`src/rtl/btg_pkg.sv`:
```
// Constants, register map and types shared by the beep tone generator files.
package btg_pkg;

   localparam int unsigned REG_AW = 7;
   localparam int unsigned REG_DW = 8;
   localparam int unsigned SAMPLE_W = 16;
   localparam int unsigned DUR_W = 24;
   localparam int unsigned FIFO_DEPTH = 16;

   // Left beep control register and its fields.
   localparam logic [6:0] OFS_LEFT_BEEP = 7'h47;
   localparam logic [7:0] RST_LEFT_BEEP = 8'h00;
   localparam int unsigned BEEP_EN_BIT = 7;
   localparam int unsigned BEEP_RSVD_BIT = 6;
   localparam int unsigned BEEP_VOL_MSB = 5;

   // Duration and coefficient byte registers.
   localparam logic [6:0] OFS_DUR_HIGH = 7'h49;
   localparam logic [6:0] OFS_DUR_MIDDLE = 7'h4a;
   localparam logic [6:0] OFS_DUR_LOW = 7'h4b;
   localparam logic [6:0] OFS_SIN_HIGH = 7'h4c;
   localparam logic [6:0] OFS_SIN_LOW = 7'h4d;
   localparam logic [6:0] OFS_COS_HIGH = 7'h4e;
   localparam logic [6:0] OFS_COS_LOW = 7'h4f;

   localparam logic [7:0] RST_DUR_HIGH = 8'h00;
   localparam logic [7:0] RST_DUR_MIDDLE = 8'h00;
   localparam logic [7:0] RST_DUR_LOW = 8'hee;
   localparam logic [7:0] RST_SIN_HIGH = 8'h10;
   localparam logic [7:0] RST_SIN_LOW = 8'hd8;
   localparam logic [7:0] RST_COS_HIGH = 8'h7e;
   localparam logic [7:0] RST_COS_LOW = 8'he3;

   // Index of each byte in the configuration array.
   localparam int unsigned NUM_CFG = 7;
   localparam int unsigned IDX_DUR_HIGH = 0;
   localparam int unsigned IDX_DUR_MIDDLE = 1;
   localparam int unsigned IDX_DUR_LOW = 2;
   localparam int unsigned IDX_SIN_HIGH = 3;
   localparam int unsigned IDX_SIN_LOW = 4;
   localparam int unsigned IDX_COS_HIGH = 5;
   localparam int unsigned IDX_COS_LOW = 6;

   localparam logic [6:0] CFG_OFS [NUM_CFG] = '{OFS_DUR_HIGH, OFS_DUR_MIDDLE, OFS_DUR_LOW,
      OFS_SIN_HIGH, OFS_SIN_LOW, OFS_COS_HIGH, OFS_COS_LOW};
   localparam logic [7:0] CFG_RST [NUM_CFG] = '{RST_DUR_HIGH, RST_DUR_MIDDLE, RST_DUR_LOW,
      RST_SIN_HIGH, RST_SIN_LOW, RST_COS_HIGH, RST_COS_LOW};

   // Coefficients are signed Q1.15; the oscillator starts from this cosine amplitude.
   localparam int unsigned COEF_FRAC = 15;
   localparam logic [15:0] TONE_AMP_DEFAULT = 16'h4000;

   typedef enum logic [0:0] {ST_IDLE, ST_PUSH} btg_state_t;

endpackage

```
`src/rtl/btg_stream_if.sv`:
```
// Valid/ready sample stream between the generator and its output FIFO.
`timescale 1ns/10ps
interface btg_stream_if #(parameter int WIDTH = 16) ();
   logic valid;
   logic ready;
   logic [WIDTH-1:0] data;
   modport src (output valid, output data, input ready);
   modport snk (input valid, input data, output ready);
endinterface

```
`src/rtl/btg_fifo.sv`:
```
// Synchronous FIFO with parameterised width and depth and valid/ready on both sides.
`timescale 1ns/10ps
module btg_fifo #(
   parameter int WIDTH = 16,
   parameter int DEPTH = 16
) (
   input wire logic clk_in,
   input wire logic rstn_in,
   btg_stream_if.snk wr_if,
   btg_stream_if.src rd_if
);
   localparam int AW = $clog2(DEPTH);

   logic [WIDTH-1:0] mem_q [DEPTH];
   logic [AW:0] wp_q;
   logic [AW:0] rp_q;

   wire full = (wp_q[AW] != rp_q[AW]) && (wp_q[AW-1:0] == rp_q[AW-1:0]);
   wire empty = (wp_q == rp_q);
   wire do_wr = wr_if.valid && !full;
   wire do_rd = rd_if.ready && !empty;

   assign wr_if.ready = !full;
   assign rd_if.valid = !empty;
   assign rd_if.data = mem_q[rp_q[AW-1:0]];

   always_ff @(posedge clk_in or negedge rstn_in) begin
      if (!rstn_in) begin
         wp_q <= '0;
         rp_q <= '0;
      end else begin
         if (do_wr) wp_q <= wp_q + {{AW{1'b0}}, 1'b1};
         if (do_rd) rp_q <= rp_q + {{AW{1'b0}}, 1'b1};
      end
   end

   always_ff @(posedge clk_in) begin
      if (do_wr) mem_q[wp_q[AW-1:0]] <= wr_if.data;
   end
endmodule

```
`src/rtl/btg_tone_gen.sv`:
```
// Beep tone generator: coefficient and duration registers, sine oscillator and sample FIFO.
`timescale 1ns/10ps
module btg_tone_gen
   import btg_pkg::*;
#(
   parameter int FIFO_WORDS = FIFO_DEPTH,
   parameter logic [15:0] TONE_AMP = TONE_AMP_DEFAULT
) (
   input wire logic clk_in,
   input wire logic rstn_in,
   input wire logic [REG_AW-1:0] reg_addr_in,
   input wire logic reg_wr_in,
   input wire logic reg_rd_in,
   input wire logic [REG_DW-1:0] reg_wdata_in,
   output logic [REG_DW-1:0] reg_rdata_out,
   input wire logic tone_processing_mode_in,
   input wire logic sample_strobe_in,
   output logic beep_active_out,
   output logic tone_valid_out,
   output logic [SAMPLE_W-1:0] tone_data_out,
   input wire logic tone_ready_in
);

   ////////////////////////////////////////////////////////////////////////////////////////////
   // Register file.

   logic [7:0] cfg_q [NUM_CFG];
   logic [NUM_CFG-1:0] cfg_hit;
   logic [7:0] cfg_rd_term [NUM_CFG];
   logic en_q;
   logic en_d;
   logic rsvd_q;
   logic [BEEP_VOL_MSB:0] vol_q;
   logic [REG_DW-1:0] rd_mux;

   wire left_hit = (reg_addr_in == OFS_LEFT_BEEP);
   wire left_wr = reg_wr_in && left_hit;

   genvar gi;
   generate
      for (gi = 0; gi < NUM_CFG; gi++) begin : g_cfg
         assign cfg_hit[gi] = (reg_addr_in == CFG_OFS[gi]);
         assign cfg_rd_term[gi] = cfg_hit[gi] ? cfg_q[gi] : 8'h00;
         always_ff @(posedge clk_in or negedge rstn_in) begin
            if (!rstn_in) begin
               cfg_q[gi] <= CFG_RST[gi];
            end else if (reg_wr_in && cfg_hit[gi]) begin
               cfg_q[gi] <= reg_wdata_in;
            end
         end
      end
   endgenerate

   // Duration and coefficients are assembled from their byte registers.
   wire [DUR_W-1:0] dur_count = {
      cfg_q[IDX_DUR_HIGH],
      cfg_q[IDX_DUR_MIDDLE],
      cfg_q[IDX_DUR_LOW]
   };
   wire signed [15:0] coef_sin = {
      cfg_q[IDX_SIN_HIGH],
      cfg_q[IDX_SIN_LOW]
   };
   wire signed [15:0] coef_cos = {
      cfg_q[IDX_COS_HIGH],
      cfg_q[IDX_COS_LOW]
   };

   // Unmapped addresses read as zero.
   always_comb begin
      rd_mux = left_hit ? {en_q, rsvd_q, vol_q} : 8'h00;
      for (int i = 0; i < NUM_CFG; i++) begin
         rd_mux = rd_mux | cfg_rd_term[i];
      end
   end

   always_ff @(posedge clk_in or negedge rstn_in) begin
      if (!rstn_in) begin
         reg_rdata_out <= 8'h00;
      end else if (reg_rd_in) begin
         reg_rdata_out <= rd_mux;
      end
   end

   always_ff @(posedge clk_in or negedge rstn_in) begin
      if (!rstn_in) begin
         rsvd_q <= RST_LEFT_BEEP[BEEP_RSVD_BIT];
         vol_q <= RST_LEFT_BEEP[BEEP_VOL_MSB:0];
      end else if (left_wr) begin
         rsvd_q <= reg_wdata_in[BEEP_RSVD_BIT];
         vol_q <= reg_wdata_in[BEEP_VOL_MSB:0];
      end
   end

   ////////////////////////////////////////////////////////////////////////////////////////////
   // Oscillator and duration counter.

   btg_state_t state_q;
   btg_state_t state_d;
   logic [DUR_W-1:0] count_q;
   logic signed [15:0] sin_q;
   logic signed [15:0] cos_q;

   btg_stream_if #(.WIDTH(SAMPLE_W)) push_if ();
   btg_stream_if #(.WIDTH(SAMPLE_W)) pop_if ();

   wire run = en_q && tone_processing_mode_in;
   wire start_wr = left_wr && reg_wdata_in[BEEP_EN_BIT] && (dur_count != '0);
   wire push_fire = push_if.valid && push_if.ready;
   wire last_sample = push_fire && (count_q == {{(DUR_W-1){1'b0}}, 1'b1});

   // The FIFO's ready stalls the oscillator, so a full FIFO holds the current sample.
   assign push_if.valid = (state_q == ST_PUSH) && run;
   assign push_if.data = sin_q;

   // One step of the rotation: sin' = s*c + z*sn, cos' = z*c - s*sn.
   wire signed [31:0] p_sc = sin_q * coef_cos;
   wire signed [31:0] p_zs = cos_q * coef_sin;
   wire signed [31:0] p_zc = cos_q * coef_cos;
   wire signed [31:0] p_ss = sin_q * coef_sin;
   wire [32:0] sin_acc = {p_sc[31], p_sc} + {p_zs[31], p_zs};
   wire [32:0] cos_acc = {p_zc[31], p_zc} - {p_ss[31], p_ss};
   wire [15:0] sin_next = sin_acc[COEF_FRAC+15:COEF_FRAC];
   wire [15:0] cos_next = cos_acc[COEF_FRAC+15:COEF_FRAC];

   // A software write to the control register wins over the self-clear in the same cycle.
   always_comb begin
      en_d = en_q;
      if (left_wr) begin
         en_d = start_wr;
      end else if (last_sample) begin
         en_d = 1'b0;
      end
   end

   always_comb begin
      state_d = state_q;
      unique case (state_q)
         ST_IDLE: begin
            if (run && sample_strobe_in && !left_wr) state_d = ST_PUSH;
         end
         ST_PUSH: begin
            if (push_fire || !run || left_wr) state_d = ST_IDLE;
         end
      endcase
   end

   always_ff @(posedge clk_in or negedge rstn_in) begin
      if (!rstn_in) begin
         en_q <= RST_LEFT_BEEP[BEEP_EN_BIT];
         state_q <= ST_IDLE;
      end else begin
         en_q <= en_d;
         state_q <= state_d;
      end
   end

   always_ff @(posedge clk_in or negedge rstn_in) begin
      if (!rstn_in) begin
         count_q <= '0;
         sin_q <= '0;
         cos_q <= '0;
      end else if (start_wr) begin
         count_q <= dur_count;
         sin_q <= '0;
         cos_q <= TONE_AMP;
      end else if (push_fire) begin
         count_q <= count_q - {{(DUR_W-1){1'b0}}, 1'b1};
         sin_q <= sin_next;
         cos_q <= cos_next;
      end
   end

   assign beep_active_out = en_q;

   ////////////////////////////////////////////////////////////////////////////////////////////
   // Output FIFO.

   btg_fifo #(
      .WIDTH(SAMPLE_W),
      .DEPTH(FIFO_WORDS)
   ) u_fifo (
      .clk_in(clk_in),
      .rstn_in(rstn_in),
      .wr_if(push_if),
      .rd_if(pop_if)
   );

   assign tone_valid_out = pop_if.valid;
   assign tone_data_out = pop_if.data;
   assign pop_if.ready = tone_ready_in;
endmodule

```
`config.mk`:
```
export PLATFORM = sky130hd
export DESIGN_NAME = btg_tone_gen
export DESIGN_NICKNAME = d
export VERILOG_FILES = /design/src/rtl/btg_pkg.sv /design/src/rtl/btg_stream_if.sv /design/src/rtl/btg_fifo.sv /design/src/rtl/btg_tone_gen.sv
export SDC_FILE = /design/constraint.sdc
export NUM_CORES = 2
export LEC_CHECK = 0
export ABC_AREA = 1
export BUFFER_PORTS_ARGS = -buffer_cell sky130_fd_sc_hd__buf_4
export CORE_UTILIZATION = 40
export DETAILED_ROUTE_END_ITERATION = 8
export PLACE_DENSITY_LB_ADDON = 0.25
export SLEW_MARGIN = 20
export SYNTH_ARGS = -nofsm -noshare
export SYNTH_HDL_FRONTEND = slang
export SYNTH_SLANG_ARGS = --single-unit
```
`constraint.sdc`:
```
create_clock -name clk_in -period 9.94 [get_ports clk_in]
set_input_delay 1.988 -clock clk_in [delete_from_list [all_inputs] [get_ports clk_in]]
set_output_delay 1.988 -clock clk_in [all_outputs]
set_load 0.03 [all_outputs]
```
## Yosys cells after proc, flatten, opt, wreduce, memory -nomap -nowiden

Memories as Yosys holds them, arrays and structs flattened.
Cells that the tools add are included.

- Memories kept: 1
- Flip-flop bits (word level): 139
- Memory bits (writable): 256

- Bitwise logic cells: 8
- Reductions and logical operators: 27
- Eq/ne operators: 12
- Mux-type cells: 21
- Add/subtract/negate cells: 5
- $mul: 4

Memory list:

| memory | words | bits a word | read ports | clocked after memory_dff | write ports | RTL line | RTL |
|---|---|---|---|---|---|---|---|
| u_fifo.mem_q | 16 | 16 | 1 | 0 | 1 | btg_fifo.sv:14 | `logic [WIDTH-1:0] mem_q [DEPTH];` |

Operator list:

| kind | number |
|---|---|
| $mul 16x16->31 | 4 |
| $mux 16 | 4 |
| $mux 8 | 8 |
| $eq 7x7->1 const B | 8 |
| $or 8x8->8 | 7 |
| $mux 24 | 2 |
| $add 31x31->31 | 1 |
| $sub 31x31->31 | 1 |
| $eq 24x1->1 const B | 1 |
| $reduce_bool 24->1 | 1 |
| $sub 24x1->24 const B | 1 |
| $logic_and 1x1->1 | 18 |
| $add 5x1->5 const B | 2 |
| $mux 1 | 6 |
| $eq 5x5->1 | 1 |
| $eq 4x4->1 | 1 |
| $logic_not 1->1 | 4 |
| $reduce_bool 2->1 | 2 |
| $logic_or 1x1->1 | 2 |
| $pmux 1 s2 | 1 |
| $ne 1x1->1 | 1 |
| $not 1->1 | 1 |

## Depth between registers and ports, before layout

- Depth in word-level cells: 9
- Mapped depth: 33

## Modules after synthesis

From an unflattened synthesis, not the netlist that was laid out.

- Cells, all modules: 6773
- Area total of the unflattened synthesis: 57559.0 um2

Modules (own cells, without submodules):

| module | sequential area each (um2) | cells each | times used | area each (um2) |
|---|---|---|---|---|
| btg_tone_gen | 3255.6 | 5782 | 1 | 46464.6 |
| btg_fifo | 7937.6 | 991 | 1 | 11094.4 |

## Worst setup path after synthesis

No wires, ideal clock.

- Path kind: register to register
- Start point: register sin_q[15], in the netlist push_if.data[15]
- End point: register cos_q[14]
- Clock period less this slack: 7.119 ns
- Stages on the path, launching flop included: 26
- Library setup time: 0.120 ns
- Path slack: 2.821 ns
- Path buffers: 1
- Data arrival time: 7.000 ns
- Cell sequence: dfrtp_1 clkbuf_1 nand2_1 inv_1 fa_1 fa_1 inv_1 fa_1 fa_1 fa_1 fa_1 fa_1 inv_1 fa_1 inv_1 ha_1 nand2_1 nor2_1 inv_1 nor3_1 nand2_1 a31o_2 nand3_1 nand2_1 o21ai_0 inv_1

- Word-level cells in the longest chain between the ends: 4

Ends and longest elaborated chain:

| element | RTL line | RTL |
|---|---|---|
| from (decl) | btg_tone_gen.sv:101 | `logic signed [15:0] sin_q;` |
| from (signal assigned) | btg_tone_gen.sv:169 | `sin_q <= sin_next;` |
| $mul 16x16->31 | btg_tone_gen.sv:120 | `wire signed [31:0] p_ss = sin_q * coef_sin;` |
| $sub 31x31->31 | btg_tone_gen.sv:122 | `wire [32:0] cos_acc = {p_zc[31], p_zc} - {p_ss[31], p_ss};` |
| $mux 16 | btg_tone_gen.sv:167 | `end else if (push_fire) begin` |
| $mux 16 | btg_tone_gen.sv:163 | `end else if (start_wr) begin` |
| to (signal assigned) | btg_tone_gen.sv:170 | `cos_q <= cos_next;` |
| to (decl) | btg_tone_gen.sv:102 | `logic signed [15:0] cos_q;` |

Every way passes these cells. The select of a mux whose other input is x is not followed.
A chain may end at the register's enable or synchronous reset.

## Worst setup path after layout

- Start point: register cos_q[15]
- End point: register sin_q[12], in the netlist push_if.data[12]

- Word-level cells in the longest chain between the ends: 4

Ends and longest elaborated chain:

| element | RTL line | RTL |
|---|---|---|
| $mul 16x16->31 | btg_tone_gen.sv:118 | `wire signed [31:0] p_zs = cos_q * coef_sin;` |
| $add 31x31->31 | btg_tone_gen.sv:121 | `wire [32:0] sin_acc = {p_sc[31], p_sc} + {p_zs[31], p_zs};` |
| $mux 16 | btg_tone_gen.sv:167 |  |
| $mux 16 | btg_tone_gen.sv:163 |  |

Every way passes these cells. The select of a mux whose other input is x is not followed.

==> results.sh <==
export IMPL_synth_nets=7958
export IMPL_critPathMaxStageDelay_ns=1.03
export IMPL_hold_viol_final=0
export IMPL_syn_to_final_growth_pct=6.52
export IMPL_synth_simple_area_share_pct=13.7
export IMPL_yosys_warnings=0
export IMPL_dr_pass1_iters=5
export IMPL_cts_hold_buf=0
export IMPL_gr_total_overflow=0
export IMPL_grt_total_usage_pct=24.4
export IMPL_final_nets=7834
export IMPL_synth_xor_area_share_pct=1.07
export IMPL_grt_pass1_vias=44200
export IMPL_worst_pin_slew_ns=1.15
export IMPL_final_cells=8306
export IMPL_avgRoutedWirePerCell_um=20.1
export IMPL_final_antenna_net_count=0
export IMPL_synth_mux_area_share_pct=0
export IMPL_antenna_found_initial=0
export IMPL_maxSlewHeadroom_pct=23.0
export IMPL_core_rowCount=137
export IMPL_holdPathStages=2
export IMPL_fillers=13900
export IMPL_yosysSeqAreaShare_pct=19.7
export IMPL_min_period_ns=8.11
export IMPL_place_congestion=0.917
export IMPL_finalSetupViolCount=0
export IMPL_path_depth=23
export IMPL_cts_resized=0
export IMPL_cp_cell_sequence="nand2_1 -> inv_1 -> fa_1 -> fa_1 -> inv_1 -> fa_1 -> inv_1 -> fa_1 -> fa_1 -> fa_1 -> fa_1 -> inv_1 -> fa_1 -> inv_1 -> ha_1 -> a21oi_1 -> o21ai_0 -> a21oi_1 -> nor2_1 -> a211oi_1 -> nand3_1 -> nand3_1 -> nand2_1"
export IMPL_ys_ff_latch=395
export IMPL_synth_cell_type_count=54
export IMPL_cpMostUsedCell="fa_1"
export IMPL_fin_skew_ns=0.0334
export IMPL_cts_buffer_depth=3
export IMPL_initial_core_util_pct=40.5
export IMPL_cts_num_sinks=395
export IMPL_synthAdderAreaFrac_pct=46.1
export IMPL_synth_top_family_by_area="adder cells"
export IMPL_drt_iter0_drc=3410
export IMPL_outcome="finished clean"
export IMPL_p_total_uw=14700
export IMPL_max_freq_ghz=0.123
export IMPL_crit_fanout=25
export IMPL_hpwl_mm=123
export IMPL_startpoint_type="flip-flop"
export IMPL_post_route_util_pct=43.1
export IMPL_fin_tns_setup_ns=0
export IMPL_slew_viol_final=0
export IMPL_cts_setup_buffers=0
export IMPL_layout_commonest_cell="inv_1"
export IMPL_via_per_inst=5.00
export IMPL_hold_class="reg2reg"
export IMPL_leakagePower_uw=0.0320
export IMPL_required_ns=10.46
export IMPL_crit_type="reg2reg"
export IMPL_io_buffers=47
export IMPL_layout_drive_gt1_share_pct=4.34
export IMPL_cts_tree="built"
export IMPL_placed_cells=8223
export IMPL_rsz0062_at_grt="false"
export IMPL_die_y_um=379
export IMPL_syn_avg_cell_area_um2=8.70
export IMPL_detail_route_drc_violations=0
export IMPL_routed_wl_mm=167
export IMPL_syn_inst=6518
export IMPL_dieArea_um2=143000
export IMPL_clk_latency_ns=0.65
export IMPL_synth_area_um2=56700
export IMPL_worst_setup_path_end_kind="flip-flop"
export IMPL_p_per_area_nw_per_um2=243
export IMPL_drv_cap=0
export IMPL_synth_edff_count=256
export IMPL_synthFlopType="edfxtp_1"
export IMPL_clock_root_buffer="clkbuf_16"
export IMPL_path_clk_slew_ns=0.07
export IMPL_diodes=0
export IMPL_die_x_um=379
export IMPL_grt_max_degree=94
export IMPL_crit_buf_inv=5
export IMPL_numCtsBuffers=45
export IMPL_synth_compound_area_share_pct=4.93
export IMPL_htreeDepth=2
export IMPL_arrival_ns=8.63
export IMPL_finalCritPeriodShare_pct=81.6
export IMPL_final_cell_mix="1853 x inv_1, 1490 x nand2_1, 1119 x fa_1, 305 x nor2_1, 299 x ha_1"
export IMPL_cp_top_family="adder cells"
export IMPL_async_reset_ff_share_pct=35.2
export IMPL_vias=41500
export IMPL_crit_slowest_cell="dfrtp_1"
export IMPL_grt_pass1_wl_mm=263
export IMPL_core_area_um2=140000
export IMPL_whs_ns=0.484
export IMPL_num_io_pins=48
export IMPL_worstRegToRegCells=23
export IMPL_vdd_drop_max_uv=603
sequential cells by signal, indices dropped and copies added, names as in the netlist:
| name | count |
|---|---|
| rsvd_q | 1 |
| u_fifo.wp_q | 5 |
| vol_q | 6 |
| cfg_q | 56 |
| reg_rdata_out | 8 |
| push_if.data | 16 |
| beep_active_out | 1 |
| count_q | 24 |
| cos_q | 16 |
| u_fifo.rp_q | 5 |
| u_fifo.mem_q | 256 |
| state_q | 1 |
where the power goes:
| group | switching, uW | internal [uW] | total [uW] |
|---|---|---|---|
| Clock | 768 | 911 | 1680 |
| Combinational | 7190 | 3810 | 11000 |
| Sequential | 188 | 1790 | 1980 |
| Total | 8150 | 6510 | 14700 |
worst register-to-register path, delay by kind of cell, from the launching register on:
kind | cells | cell delay (ns)
DFF | 1 | 1.03
adders and majority gates | 9 | 4.36
buffers and inverters | 5 | 0.84
AOI/OAI and AO/OA | 4 | 1.04
and+or+nand+nor | 5 | 0.73
layer usage:
metal / global-route usage, % / vias to the layer above / routed length [um] / share of wire, %
met5: 0 / - / 0 / 0
met4: 9.11 / 0 / 7130 / 4.3
met3: 2.91 / 332 / 9990 / 6.0
met2: 41.2 / 1324 / 81100 / 49
met1: 32.0 / 21200 / 68400 / 41
li1: - / 18600 / - / -
stage by stage:
step	setup slack [ns]	area, um^2
after floorplan	2.82	56700
after global placement	2.08	59000
after detailed placement	1.95	59000
after CTS	1.95	60400
after global routing	1.50	60400
final	1.83	60400
cell families (layout without fill, tap and decap cells):
family,after synthesis,in the layout
flops,395,395
buf+inv,2177,2089
xor+xnor,69,69
simple gates,1976,1976
fa+ha+maj,1418,1418
compound gates,483,483
path summary, 6_finish.rpt:
check                           from                to  slack (ns)
max in group asynchronous    rstn_in        count_q[5]        7.33
min reg2reg                cfg_q[49]         cfg_q[49]        0.48
max                        cos_q[15]  push_if.data[12]        1.83
max reg2reg                cos_q[15]  push_if.data[12]        1.83
min in group asynchronous    rstn_in   push_if.data[5]        1.29
min                        cfg_q[49]         cfg_q[49]        0.48
layout make-up:
| class | instances | area [um^2] | area share (%) |
|---|---|---|---|
| clock buffers | 56 | 1180 | 1.95 |
| multi-input cells | 3946 | 37300 | 61.7 |
| clock inverters | 27 | 275 | 0.456 |
| inverters | 1864 | 7000 | 11.6 |
| repair buffers | 142 | 1090 | 1.81 |
| well taps | 1876 | 2350 | 3.88 |
| flip-flops and latches | 395 | 11200 | 18.6 |
synth_stat cells (2+ instances only):
library cell     n  area share, %
nand2_2          2          0.022
a41oi_1          3          0.046
a21boi_0         3          0.040
buf_6            4          0.079
ha_1           299            6.6
o21ai_0        247            2.2
nand3b_1         8           0.11
nand2_1       1490            9.9
o21bai_1        10           0.13
buf_2           11          0.097
dfrtp_1        117            5.2
o22ai_1         51           0.56
clkinv_1         5          0.033
nor3_4           2          0.057
o31ai_1          2          0.026
nor2_1         307            2.0
o21a_1           5          0.066
o221ai_1        31           0.48
buf_4            5          0.066
edfxtp_1       256             14
inv_1         1854             12
inv_2            5          0.033
buf_1            8          0.053
clkbuf_1       284            1.9
nand3_1        109           0.96
xnor2_1         27           0.42
a211oi_1         6          0.079
nor4_1          10           0.11
fa_1          1119             39
o211ai_1        24           0.32
dfstp_2         22            1.0
nor3_1          19           0.17
o21ai_1          3          0.026
xor2_1          42           0.65
a21oi_1         76           0.67
nor2_2           2          0.022
or2_2            7          0.077
nand4_1         15           0.17
a31oi_1          7          0.077
a21o_1           7          0.093
No activity file was read; power rests on OpenSTA's default activity.
